File: src/common/rias_pkg.sv
// Purpose: shared constants for the remote input, alarm and stop block
// Assumes: one 25 MHz system clock
// Notes: times are kept in their own unit, cycle counts derived here
package rias_pkg;

  // system clock rate in hertz
  localparam int unsigned CLK_HZ = 25_000_000;
  // least hold time of the alarm reset input, in milliseconds
  localparam int unsigned RESET_HOLD_MS = 50;
  // least hold time in cycles, never less than one
  localparam int unsigned RESET_HOLD_CYC =
    (RESET_HOLD_MS * (CLK_HZ / 1000) + 0) < 1 ? 1 :
    RESET_HOLD_MS * (CLK_HZ / 1000);

  // default number of output devices routed out
  localparam int unsigned OUT_DEV_NUM = 8;
  // default mask of output devices barred from the fieldbus
  localparam logic [7:0] OUT_FB_BAR_DEF = 8'h00;

  // digit of the function select word that asks for shut-off
  localparam int unsigned D1_DIGIT_LSB = 4;
  localparam int unsigned D1_DIGIT_W = 4;
  // digit value that requests base shut-off on reset input
  localparam logic [3:0] D1_SHUTOFF_VAL = 4'h1;

  // forced stop state, one-hot
  typedef enum logic [1:0] {
    RIAS_FS_RUN = 2'b01,
    RIAS_FS_STOP = 2'b10
  } rias_fs_t;

  // alarm state, one-hot
  typedef enum logic [1:0] {
    RIAS_AL_CLEAR = 2'b01,
    RIAS_AL_ACTIVE = 2'b10
  } rias_al_t;

endpackage

File: src/common/rias_hold_if.sv
// Purpose: carries the alarm reset level to the hold timer and back
// Assumes: both ends on CLOCK
// Notes: done is a one-cycle pulse per qualifying hold
interface rias_hold_if;
  logic level; // reset input held on
  logic done;  // hold reached the least time

  // user end drives the level, reads the pulse
  modport user (output level, input done);
  // timer end measures the level
  modport timer (input level, output done);
endinterface

File: src/rias_hold_timer.sv
// Purpose: measures how long the alarm reset input stays on
// Assumes: level is synchronous to clock
// Notes: any drop of the level restarts the measurement
module rias_hold_timer
  import rias_pkg::*;
#(
  parameter int unsigned HOLD_CYCLES = RESET_HOLD_CYC
)
(
  // clock and reset
  input wire logic clock,
  input wire logic resetn,
  // level in, pulse out
  rias_hold_if.timer hold
);

  localparam int unsigned CW = $clog2(HOLD_CYCLES + 1);
  localparam logic [CW-1:0] CNT_LAST = CW'(HOLD_CYCLES - 1);
  localparam logic [CW-1:0] CNT_ZERO = '0;
  localparam logic [CW-1:0] CNT_ONE = CW'(1);

  // refuse a hold too short to be measured
  if (HOLD_CYCLES < 2)
  begin : g_chk
    $error("hold count must be at least two cycles");
  end

  logic [CW-1:0] cnt_q; // cycles the level has stood
  logic [CW-1:0] cnt_d;
  logic fired_q; // pulse already given for this hold
  logic fired_d;

  // next count; short holds never reach the end
  always_comb
  begin
    cnt_d = cnt_q;
    fired_d = fired_q;
    if (!hold.level)
    begin
      cnt_d = CNT_ZERO;
      fired_d = 1'b0;
    end
    else if (cnt_q != CNT_LAST)
    begin
      cnt_d = cnt_q + CNT_ONE;
    end
    else
    begin
      fired_d = 1'b1;
    end
  end

  // register the count
  always_ff @(posedge clock or negedge resetn)
  begin
    if (!resetn)
    begin
      cnt_q <= CNT_ZERO;
      fired_q <= 1'b0;
    end
    else
    begin
      cnt_q <= cnt_d;
      fired_q <= fired_d;
    end
  end

  // one pulse once the level has stood the full time
  assign hold.done = hold.level && (cnt_q == CNT_LAST) && !fired_q;

  // pulse only after the level stood the previous cycle too
  hold_needs_level_a: assert property (
    @(posedge clock) disable iff (!resetn)
    hold.done |-> $past(hold.level) && hold.level)
    else $error("hold pulse without a held level");

endmodule

File: src/rias_out_route.sv
// Purpose: copies output devices to the fieldbus and the local connector
// Assumes: device states are synchronous to clock
// Notes: barred devices read as zero on the fieldbus
module rias_out_route
  import rias_pkg::*;
#(
  parameter int unsigned N = OUT_DEV_NUM,
  parameter logic [N-1:0] FB_BAR = N'(OUT_FB_BAR_DEF)
)
(
  // clock and reset
  input wire logic clock,
  input wire logic resetn,
  // device states in
  input wire logic [N-1:0] dev,
  // routed copies
  output logic [N-1:0] fb_out,
  output logic [N-1:0] local_out
);

  // refuse an empty device group
  if (N < 1)
  begin : g_chk
    $error("at least one output device is needed");
  end

  logic [N-1:0] fb_d;
  logic [N-1:0] local_d;

  // both copies, fieldbus masked
  always_comb
  begin
    local_d = dev;
    fb_d = dev & ~FB_BAR;
  end

  // register the copies
  always_ff @(posedge clock or negedge resetn)
  begin
    if (!resetn)
    begin
      fb_out <= '0;
      local_out <= '0;
    end
    else
    begin
      fb_out <= fb_d;
      local_out <= local_d;
    end
  end

  // both copies follow the device one cycle later
  route_copy_a: assert property (
    @(posedge clock) disable iff (!resetn)
    ##1 (local_out == $past(dev)) && (fb_out == ($past(dev) & ~FB_BAR)))
    else $error("output device copies wrong");

endmodule

File: src/rias_top.sv
// Purpose: remote input handling for position select, alarm reset, stop
// Assumes: all inputs synchronous to CLOCK; parameters held steady
// Notes: forced stop comes only from the local connector
//
// Contract
// - select bit only valid in register absolute mode
// - bit off absolute, bit on incremental
// - reset held 50ms clears resettable alarm
// - some alarm classes survive the reset input
// - reset without alarm keeps base circuit on
// - function select digit one forces base shut-off
// - forced stop only from local connector
// - forced stop off: base off, brake on
// - forced stop on again leaves stop state
// - outputs on fieldbus and connector, unless barred
// - spec bit picks point table or register
module rias_top
  import rias_pkg::*;
#(
  parameter int unsigned HOLD_CYCLES = RESET_HOLD_CYC,
  parameter int unsigned N_OUT = OUT_DEV_NUM,
  parameter logic [N_OUT-1:0] FB_BAR = N_OUT'(OUT_FB_BAR_DEF)
)
(
  // clock and reset
  input wire logic CLOCK,
  input wire logic RESETN,
  // fieldbus remote input bits
  input wire logic ABS_INC_SELECT_BIT,
  input wire logic SPEC_SYSTEM_SELECT_BIT,
  input wire logic ALARM_RESET_BIT_ONE_STATION,
  input wire logic ALARM_RESET_BIT_TWO_STATION,
  // parameter settings
  input wire logic COMMAND_SYSTEM_PARAM_ABS,
  input wire logic [15:0] FUNCTION_SELECT_D1_PARAM,
  // local connector input, high means run
  input wire logic FORCED_STOP_INPUT,
  // alarm sources from the servo core
  input wire logic ALARM_RAISE,
  input wire logic ALARM_RAISE_FIXED,
  // output devices from the servo core
  input wire logic [N_OUT-1:0] OUT_DEVICES,
  // command selection results
  output logic POINT_TABLE_MODE,
  output logic REGISTER_CMD_MODE,
  output logic POS_INCREMENTAL,
  // alarm and power stage
  output logic ALARM_ACTIVE,
  output logic BASE_ENABLE,
  output logic DYN_BRAKE,
  output logic FORCED_STOP_STATE,
  // routed output devices
  output logic [N_OUT-1:0] FIELDBUS_OUT,
  output logic [N_OUT-1:0] LOCAL_IO_CONNECTOR_OUT
);

  // refuse a hold too short to be measured
  if (HOLD_CYCLES < 2)
  begin : g_chk
    $error("hold count must be at least two cycles");
  end

  // link to the hold timer
  rias_hold_if hold ();

  // either station's reset bit counts
  logic reset_lvl;
  assign reset_lvl = ALARM_RESET_BIT_ONE_STATION ||
    ALARM_RESET_BIT_TWO_STATION;
  assign hold.level = reset_lvl;

  // function select asks for shut-off on reset
  logic d1_shutoff;
  assign d1_shutoff =
    FUNCTION_SELECT_D1_PARAM[D1_DIGIT_LSB +: D1_DIGIT_W] == D1_SHUTOFF_VAL;

  // measures the reset hold
  rias_hold_timer #(
    .HOLD_CYCLES(HOLD_CYCLES)
  ) u_hold (
    .clock(CLOCK),
    .resetn(RESETN),
    .hold(hold)
  );

  // routes output devices to both sides
  rias_out_route #(
    .N(N_OUT),
    .FB_BAR(FB_BAR)
  ) u_route (
    .clock(CLOCK),
    .resetn(RESETN),
    .dev(OUT_DEVICES),
    .fb_out(FIELDBUS_OUT),
    .local_out(LOCAL_IO_CONNECTOR_OUT)
  );

  // command selection state
  logic pt_d;
  logic reg_d;
  logic inc_d;

  // command selection next values
  always_comb
  begin
    reg_d = SPEC_SYSTEM_SELECT_BIT;
    pt_d = !SPEC_SYSTEM_SELECT_BIT;
    // honoured only in register mode with absolute command system
    if (SPEC_SYSTEM_SELECT_BIT && COMMAND_SYSTEM_PARAM_ABS)
    begin
      inc_d = ABS_INC_SELECT_BIT;
    end
    else
    begin
      inc_d = 1'b0;
    end
  end

  // register command selection
  always_ff @(posedge CLOCK or negedge RESETN)
  begin
    if (!RESETN)
    begin
      POINT_TABLE_MODE <= 1'b1;
      REGISTER_CMD_MODE <= 1'b0;
      POS_INCREMENTAL <= 1'b0;
    end
    else
    begin
      POINT_TABLE_MODE <= pt_d;
      REGISTER_CMD_MODE <= reg_d;
      POS_INCREMENTAL <= inc_d;
    end
  end

  // alarm state
  rias_al_t al_q; // alarm present
  rias_al_t al_d;
  logic fixed_q; // present alarm not clearable by reset
  logic fixed_d;

  // alarm next state; a new alarm wins over a clear
  always_comb
  begin
    al_d = al_q;
    fixed_d = fixed_q;
    case (al_q)
      RIAS_AL_CLEAR:
      begin
        if (ALARM_RAISE)
        begin
          al_d = RIAS_AL_ACTIVE;
          fixed_d = ALARM_RAISE_FIXED;
        end
      end
      RIAS_AL_ACTIVE:
      begin
        if (ALARM_RAISE)
        begin
          fixed_d = fixed_q || ALARM_RAISE_FIXED; // set wins
        end
        else if (hold.done && !fixed_q)
        begin
          al_d = RIAS_AL_CLEAR;
          fixed_d = 1'b0;
        end
        // fixed alarms ignore the reset hold
        else if (hold.done)
        begin
          al_d = RIAS_AL_ACTIVE;
        end
      end
      default:
      begin
        al_d = RIAS_AL_ACTIVE; // illegal code: fail safe
        fixed_d = 1'b1;
      end
    endcase
  end

  // register alarm state
  always_ff @(posedge CLOCK or negedge RESETN)
  begin
    if (!RESETN)
    begin
      al_q <= RIAS_AL_CLEAR;
      fixed_q <= 1'b0;
    end
    else
    begin
      al_q <= al_d;
      fixed_q <= fixed_d;
    end
  end

  // forced stop state
  rias_fs_t fs_q;
  rias_fs_t fs_d;

  // forced stop next state; no fieldbus bit reaches here
  always_comb
  begin
    fs_d = fs_q;
    case (fs_q)
      RIAS_FS_RUN:
      begin
        if (!FORCED_STOP_INPUT)
        begin
          fs_d = RIAS_FS_STOP;
        end
      end
      RIAS_FS_STOP:
      begin
        if (FORCED_STOP_INPUT)
        begin
          fs_d = RIAS_FS_RUN;
        end
      end
      default:
      begin
        fs_d = RIAS_FS_STOP;
      end
    endcase
  end

  // register forced stop state
  always_ff @(posedge CLOCK or negedge RESETN)
  begin
    if (!RESETN)
    begin
      fs_q <= RIAS_FS_STOP;
    end
    else
    begin
      fs_q <= fs_d;
    end
  end

  // power stage outputs
  logic base_d;
  logic brake_d;
  logic alarm_d;
  logic fs_out_d;

  // power stage next values, from next states
  always_comb
  begin
    alarm_d = (al_d != RIAS_AL_CLEAR);
    fs_out_d = (fs_d != RIAS_FS_RUN);
    brake_d = fs_out_d || alarm_d;
    base_d = 1'b1;
    if (fs_out_d || alarm_d)
    begin
      base_d = 1'b0;
    end
    // shut-off on reset only when the parameter asks for it
    else if (reset_lvl && d1_shutoff)
    begin
      base_d = 1'b0;
    end
    // plain reset with no alarm leaves the base on
    else
    begin
      base_d = 1'b1;
    end
  end

  // register power stage outputs
  always_ff @(posedge CLOCK or negedge RESETN)
  begin
    if (!RESETN)
    begin
      ALARM_ACTIVE <= 1'b0;
      BASE_ENABLE <= 1'b0;
      DYN_BRAKE <= 1'b1;
      FORCED_STOP_STATE <= 1'b1;
    end
    else
    begin
      ALARM_ACTIVE <= alarm_d;
      BASE_ENABLE <= base_d;
      DYN_BRAKE <= brake_d;
      FORCED_STOP_STATE <= fs_out_d;
    end
  end

  // select honoured gives incremental
  incr_honoured_a: assert property (
    @(posedge CLOCK) disable iff (!RESETN)
    (SPEC_SYSTEM_SELECT_BIT && COMMAND_SYSTEM_PARAM_ABS && ABS_INC_SELECT_BIT)
    |=> POS_INCREMENTAL)
    else $error("incremental select not honoured");

  // select ignored outside register absolute mode
  incr_ignored_a: assert property (
    @(posedge CLOCK) disable iff (!RESETN)
    !(SPEC_SYSTEM_SELECT_BIT && COMMAND_SYSTEM_PARAM_ABS)
    |=> !POS_INCREMENTAL)
    else $error("select bit acted outside its mode");

  // spec bit picks exactly one source
  spec_mode_a: assert property (
    @(posedge CLOCK) disable iff (!RESETN)
    SPEC_SYSTEM_SELECT_BIT |=> REGISTER_CMD_MODE && !POINT_TABLE_MODE)
    else $error("spec select not followed");

  // full hold clears a resettable alarm
  alarm_clear_a: assert property (
    @(posedge CLOCK) disable iff (!RESETN)
    (hold.done && !fixed_q && !ALARM_RAISE) |=> !ALARM_ACTIVE)
    else $error("resettable alarm not cleared");

  // fixed alarm survives a full hold
  alarm_fixed_a: assert property (
    @(posedge CLOCK) disable iff (!RESETN)
    (al_q == RIAS_AL_ACTIVE && fixed_q) |=> ALARM_ACTIVE && fixed_q)
    else $error("fixed alarm was cleared");

  // short reset pulse leaves an alarm standing
  alarm_short_a: assert property (
    @(posedge CLOCK) disable iff (!RESETN)
    (al_q == RIAS_AL_ACTIVE && !hold.done) |=> ALARM_ACTIVE)
    else $error("alarm cleared without a full hold");

  // reset without alarm keeps base on
  base_kept_a: assert property (
    @(posedge CLOCK) disable iff (!RESETN)
    (reset_lvl && !d1_shutoff && al_q == RIAS_AL_CLEAR && !ALARM_RAISE
      && fs_q == RIAS_FS_RUN && FORCED_STOP_INPUT) |=> BASE_ENABLE)
    else $error("base shut off by plain reset");

  // parameter shut-off on reset
  base_d1_off_a: assert property (
    @(posedge CLOCK) disable iff (!RESETN)
    (reset_lvl && d1_shutoff) |=> !BASE_ENABLE)
    else $error("base left on despite shut-off setting");

  // forced stop shuts base and brakes
  fs_enter_a: assert property (
    @(posedge CLOCK) disable iff (!RESETN)
    !FORCED_STOP_INPUT |=> FORCED_STOP_STATE && DYN_BRAKE && !BASE_ENABLE)
    else $error("forced stop not entered");

  // input back on leaves forced stop
  fs_leave_a: assert property (
    @(posedge CLOCK) disable iff (!RESETN)
    RESETN && fs_q == RIAS_FS_STOP && FORCED_STOP_INPUT |=> !FORCED_STOP_STATE)
    else $error("forced stop not left");

endmodule
File: config.mk
export PLATFORM = sky130hd
export DESIGN_NAME = rias_top
export DESIGN_NICKNAME = d
export VERILOG_FILES = /design/src/common/rias_pkg.sv /design/src/common/rias_hold_if.sv /design/src/rias_hold_timer.sv /design/src/rias_out_route.sv /design/src/rias_top.sv
export SDC_FILE = /design/constraint.sdc
export NUM_CORES = 1
export LEC_CHECK = 0
export BUFFER_PORTS_ARGS = -buffer_cell sky130_fd_sc_hd__buf_2
export CELL_PAD_IN_SITES_DETAIL_PLACEMENT = 0
export CELL_PAD_IN_SITES_GLOBAL_PLACEMENT = 1
export CORE_MARGIN = 2
export CORE_UTILIZATION = 35
export DETAILED_ROUTE_END_ITERATION = 10
export GPL_ROUTABILITY_DRIVEN = 0
export PLACE_DENSITY = 0.72
export SYNTH_ARGS = -nofsm -noshare
export SYNTH_HDL_FRONTEND = slang
export SYNTH_HIERARCHICAL = 1
export SYNTH_SLANG_ARGS = --single-unit
File: constraint.sdc
create_clock -name CLOCK -period 2.63 [get_ports CLOCK]
set_clock_uncertainty 0.05 [all_clocks]
set_input_delay 0.263 -clock CLOCK [delete_from_list [all_inputs] [get_ports CLOCK]]
set_output_delay 0.263 -clock CLOCK [all_outputs]
set_load 0.05 [all_outputs]
# == Yosys cells after proc, flatten, opt, wreduce, memory -nomap -nowiden ==
# Cells that the tools add are included.
# op_classes
add_sub_neg,1
multipliers,0
div,0
order_cmp,0
n_eq_ne,13
shifts,0
mux,19
bitwise,0
n_reduce_logical,12
# op_table
cell,count
two-way mux 21 bit,2
adder 21 x 1 -> 21 bit (second input constant),1
== test 21 bit (second input constant),1
!= test 21 bit (second input constant),1
two-way mux 2 bit,6
two-way mux 1 bit,8
case mux 2 bit (2 select lines),2
!= test 2 x 1 -> 1 bit (second input constant),3
logical AND 1 bit,5
== test 2 x 1 -> 1 bit (second input constant),2
== test 2 bit (second input constant),2
== test 4 x 1 -> 1 bit (second input constant),1
!= test 2 bit (second input constant),2
zero test 1 bit,3
logical OR 1 bit,3
!= test 3 bit (second input constant),1
case mux 1 bit (2 select lines),1
AND reduction 2 bit,1
# word_totals
regBits,42
latchBits,0
mem_bits_rw,0
mem_bits_ro,0
inputBits,34
out_inout_bits,23
word_cells,58
mem_count,0

# == Logic depth before layout (Yosys ltp) ==
# depth
word_depth,10
mapped_depth,9
ltp_nobuf,9

# == Cells and area by module ==
# Netlist, hierarchy kept.
# by_module_without_submodules
module,instances,cells_per_inst,area_each_um2,seq_area_each_um2
rias_hold_timer,1,129,1255.0,550.5
rias_top,1,58,641.9,306.5
rias_out_route,1,16,260.2,200.2

# == Worst setup path before layout ==
# Ideal clock, no wire load.
# synth_timing
path_kind,reg2reg
start,register u_hold.cnt_q[0]
end,register DYN_BRAKE
setup_time_ns,0.082
arrival_time_ns,2.299
t_required_ns,2.498
setup_slack_ns,0.199
stages_incl_launch_ff,10
n_path_buf,0
period_less_slack_ns,2.431
path_cell_list,dfrtp_1 ha_1 and3_2 nand2_1 or4_4 nor3_2 nand3b_1 a21oi_1 o211ai_4 or2_1
# synth_between
elab_chain_len,9
elab_cells_between_ends,10
cone_classes,2 x eq/ne; 4 x mux; 4 x reduce/logical
# synth_rtl
element,line,text
"start, declared",rias_hold_timer.sv:28,logic [CW-1:0] cnt_q;
"start signal, assigned",rias_hold_timer.sv:63,cnt_q <= cnt_d;
== test 21 bit *,rias_hold_timer.sv:69,assign hold.done = hold.level && (cnt_q == CNT_LAST) && !fired_q;
logical AND 1 bit * (2 in series),rias_hold_timer.sv:69,
net hold.done,rias_hold_if.sv:6,logic done;
two-way mux 2 bit / logical AND 1 bit (equally long branches),"rias_top.sv:168, rias_top.sv:162",
two-way mux 2 bit *,rias_top.sv:162,else if (hold.done && !fixed_q)
two-way mux 2 bit *,rias_top.sv:158,if (ALARM_RAISE)
case mux 2 bit (2 select lines) *,rias_top.sv:147,case (al_q)
!= test 2 x 1 -> 1 bit *,rias_top.sv:248,alarm_d = (al_d != RIAS_AL_CLEAR);
net alarm_d,rias_top.sv:242,logic alarm_d;
logical OR 1 bit *,rias_top.sv:250,brake_d = fs_out_d || alarm_d;
net brake_d,rias_top.sv:241,logic brake_d;
"end signal, assigned",rias_top.sv:282,DYN_BRAKE <= brake_d;
"end, declared",rias_top.sv:50,"output logic DYN_BRAKE,"
# Mark *: on every way through the listed nets, which the timed path passes. The rest lies on a longest branch.
# A chain may end at the register's enable or synchronous reset.

# == Worst setup path after layout ==
# layout_timing
start,register u_hold.cnt_q[1]
end,register DYN_BRAKE
# The elaborated chain is that of the path after synthesis.

==> flow_metrics.py <==
metrics = {
    "synth": {
        "syn_nets": 242,
        "ys_ff_latch": 42,
        "postSynthCellCount": 203,
        "synthesis.area_um2": 2160,
        "yosysWarnings": 6,
        "synth_adder_area_share_pct": 2.90,
        "ys_seq_area_share_pct": 49.0,
        "muxShareOfSynthArea_pct": 2.32,
        "synth_compound_area_share_pct": 8.53,
        "ys_types": 53,
        "synth_area_leaders": "dfrtp_1 43%, dfstp_2 6.1%, nor2_1 3.3%",
        "synth_top_area_share_pct": 42.9,
        "synthSimpleGateAreaFrac_pct": 26.8,
        "yosys.area.top_type": "dfrtp_1",
        "syn_area_per_cell_um2": 10.6,
        "synth_xor_area_share_pct": 4.47,
        "synth_top_family_by_area": "simple AND/OR/NAND/NOR gates",
    },
    "timing": {
        "rsz0062_at_grt": "false",
        "finalCritPeriodShare_pct": 93.4,
        "max_freq_ghz": 0.407,
        "fin_setup_tns_ns": 0,
        "min_period_ns": 2.46,
        "maxSlewViolCount": 0,
        "setup_viol": 0,
        "hold_violations": 0,
        "worst_pin_slew_ns": 0.922,
        "max_slew_margin_pct": 38.5,
    },
    "floorplanning": {
        "die_x_um": 82.5,
        "core_um2": 5960,
        "die_h_um": 82.5,
        "fp.dieArea_um2": 6810,
        "start_util_pct": 36.2,
        "rows": 28,
        "io_pins": 57,
    },
    "clock_network": {
        "clock-root-buffer": "clkbuf_8",
        "clockBufferDepth": 2,
        "insertion_delay_ns": 0.29,
        "cts_hold_buf": 0,
        "clk_pin_slew_ns": 0.08,
        "htreeDepth": 2,
        "cts_buffers": 5,
        "cts_tree": "built",
        "cts.sinks": 42,
    },
    "route": {
        "drc": 0,
        "dr.pass1.iters": 4,
        "antenna_left": 0,
        "wl_per_cell_um": 12.8,
        "first_iter_violations": 58,
        "wirelength_um": 4180,
        "drt-vias-per-instance": 5.04,
        "vias": 1648,
    },
    "setup_path": {
        "required_ns": 2.81,
        "cp-end-kind": "register",
        "critPathKind": "reg2reg",
        "cp-start-kind": "register",
        "path_max_fanout": 5,
        "cp_data_arrival_time_ns": 2.64,
    },
    "pwr": {
        "power_frac_comb_pct": 26.4,
        "power-per-cell-area_nw_per_um2": 645,
        "power.internal_uw": 1080,
        "seq_power_share_pct": 48.0,
        "p_sw_uw": 562,
        "switching_share_pct": 34.2,
        "p_total_uw": 1640,
        "ir_worst_vdd_mv": 0.251,
        "p_leak_uw": 0.00115,
        "p_clk_share_pct": 25.6,
    },
    "global_route": {
        "grt_max_degree": 43,
        "grt_pass1_vias": 1464,
        "grt_pass1_wl_um": 6960,
        "grtUsageTotal_pct": 13.4,
        "antenna_found_initial": 0,
        "grt_overflow": 0,
    },
    "job": {
        "cap_viol_max_count": 0,
    },
    "cells_and_area": {
        "antenna-diode-count": 0,
        "synthToLayoutAreaGrowth_pct": 18.2,
        "drive_gt1_share_pct": 33.7,
        "final_util_pct": 42.8,
        "nets": 290,
    },
    "place": {
        "dp_hpwl_um": 2980,
        "portBuffers": 44,
    },
    "outcome": {
        "outcome": "completed",
    },
    "min_path": {
        "hold_path.class": "in2reg",
    },
}
## cell type report
class,count,area [um2]
clock buffer,5,68.8
clock inverter,3,21.3
fill,567,3410
inverter,12,45.0
multi-input combinational,137,975
sequential,42,1060
tap,75,93.8
timing repair buffer,53,288
## synth_stat cells, drive strengths merged
cell type / n
buf: 10
dfrtp: 37
dfstp: 5
nand4: 7
a31oi: 2
clkbuf: 2
o211ai: 2
and2: 1
nand2b: 4
xor2: 3
and4bb: 2
a31o: 1
o21a: 2
a21oi: 9
a21o: 1
nor3b: 2
xnor2: 8
and4b: 1
ha: 5
nand4b: 2
or2: 2
mux2i: 5
and4: 2
and3: 4
o21ai: 4
nand2: 14
nand3: 10
inv: 12
nor3: 7
o32a: 1
or4: 1
a211oi: 1
nor4: 6
a211o: 1
or3: 1
nor2: 19
nor2b: 1
nand3b: 3
or2b: 1
nor4b: 2
## layout by cell type (no fill, tap or decap), types with 2 or more instances in the layout
cell	netlist	routed
dfstp_2	5	5
and3_1	2	2
nand4b_1	2	2
clkbuf_8	0	5
nand3_1	10	10
nor4_1	4	4
o21ai_0	4	4
o21a_1	2	2
inv_1	12	12
buf_2	1	44
nand4_1	6	6
xor2_1	3	3
nand2b_1	3	3
ha_1	5	5
xnor2_1	8	8
mux2i_1	5	5
nor3_2	2	2
and3_2	2	2
nor4_2	2	2
buf_4	8	9
and4_1	2	2
a21oi_1	9	8
nor2_1	19	19
nand3b_1	3	3
nand2_1	14	14
dfrtp_1	37	37
nor3_1	5	5
## worst max-delay path: stages, from the launching register on
cell      delay, ns
dfrtp_1        0.39
ha_1           0.22
and3_2         0.24
nand2_1        0.06
or4_4          0.53
nor3_2         0.12
buf_4          0.15
nand3b_1       0.09
a21oi_2        0.21
o211ai_4       0.10
or2_1          0.24
## per-layer routing
metal,up-vias,track usage [%],share of wire [%]
met4,0,4.92,1.7
li1,797,-,-
met2,42,21.7,47
met1,802,17.5,46
met5,-,0,0
met3,7,2.93,4.7
## timing repair
action / CTS / global route
buffers inserted: 0 / 2
resized for setup: 0 / 1
setup endpoints to repair: 0 / 2
## stage by stage
stage	hold slack, ns	area, um2	cells	setup WS [ns]
CTS	0.00866	2530	325	0.0776
floorplan	-0.0826	2160	203	0.199
finish	0.0200	2550	327	0.175
global route	0.00661	2550	327	0.0306
global placement	0.321	2440	317	0.127
detailed placement	0.325	2440	317	0.106
## registers in the layout, summed over array words and instances (netlist names), 2 cells and up
signal,flops
al_q,2
fs_q,2
u_hold/cnt_q,21
u_route/fb_out,8
## kinds of logic (layout without fill, tap and decap cells)
family | Yosys count | in the layout
multiplexers | 5 | 5
flip-flops | 42 | 42
buffers and inverters | 24 | 73
AND/OR/NAND/NOR | 92 | 92
XOR/XNOR | 11 | 11
AO/OA/AOI/OAI | 24 | 24
adder cells (fa/ha/maj) | 5 | 5
## power groups by stage
stage	clock network [uW]	registers [uW]	logic, uW
6_report	421	789	434
5_1_grt	462	803	488
4_1_cts	441	791	418
3_5_place_dp	0	803	419
3_3_place_gp	0	799	409
2_1_floorplan	0	836	279
## final timing paths
check / start / to / slack [ns] / depth (start not counted)
max in group asynchronous: RESETN / u_hold/cnt_q[7] / 1.91 / 1
hold / removal: OUT_DEVICES[7] / u_route/fb_out[7] / 0.02 / 1
setup / recovery: u_hold/cnt_q[1] / DYN_BRAKE / 0.17 / 10
hold reg to reg: u_hold/cnt_q[17] / u_hold/cnt_q[17] / 0.49 / 2
min in group asynchronous: RESETN / u_route/fb_out[0] / 0.05 / 1
setup reg to reg: u_hold/cnt_q[1] / DYN_BRAKE / 0.17 / 10
Power figures use the tool's default switching activity.
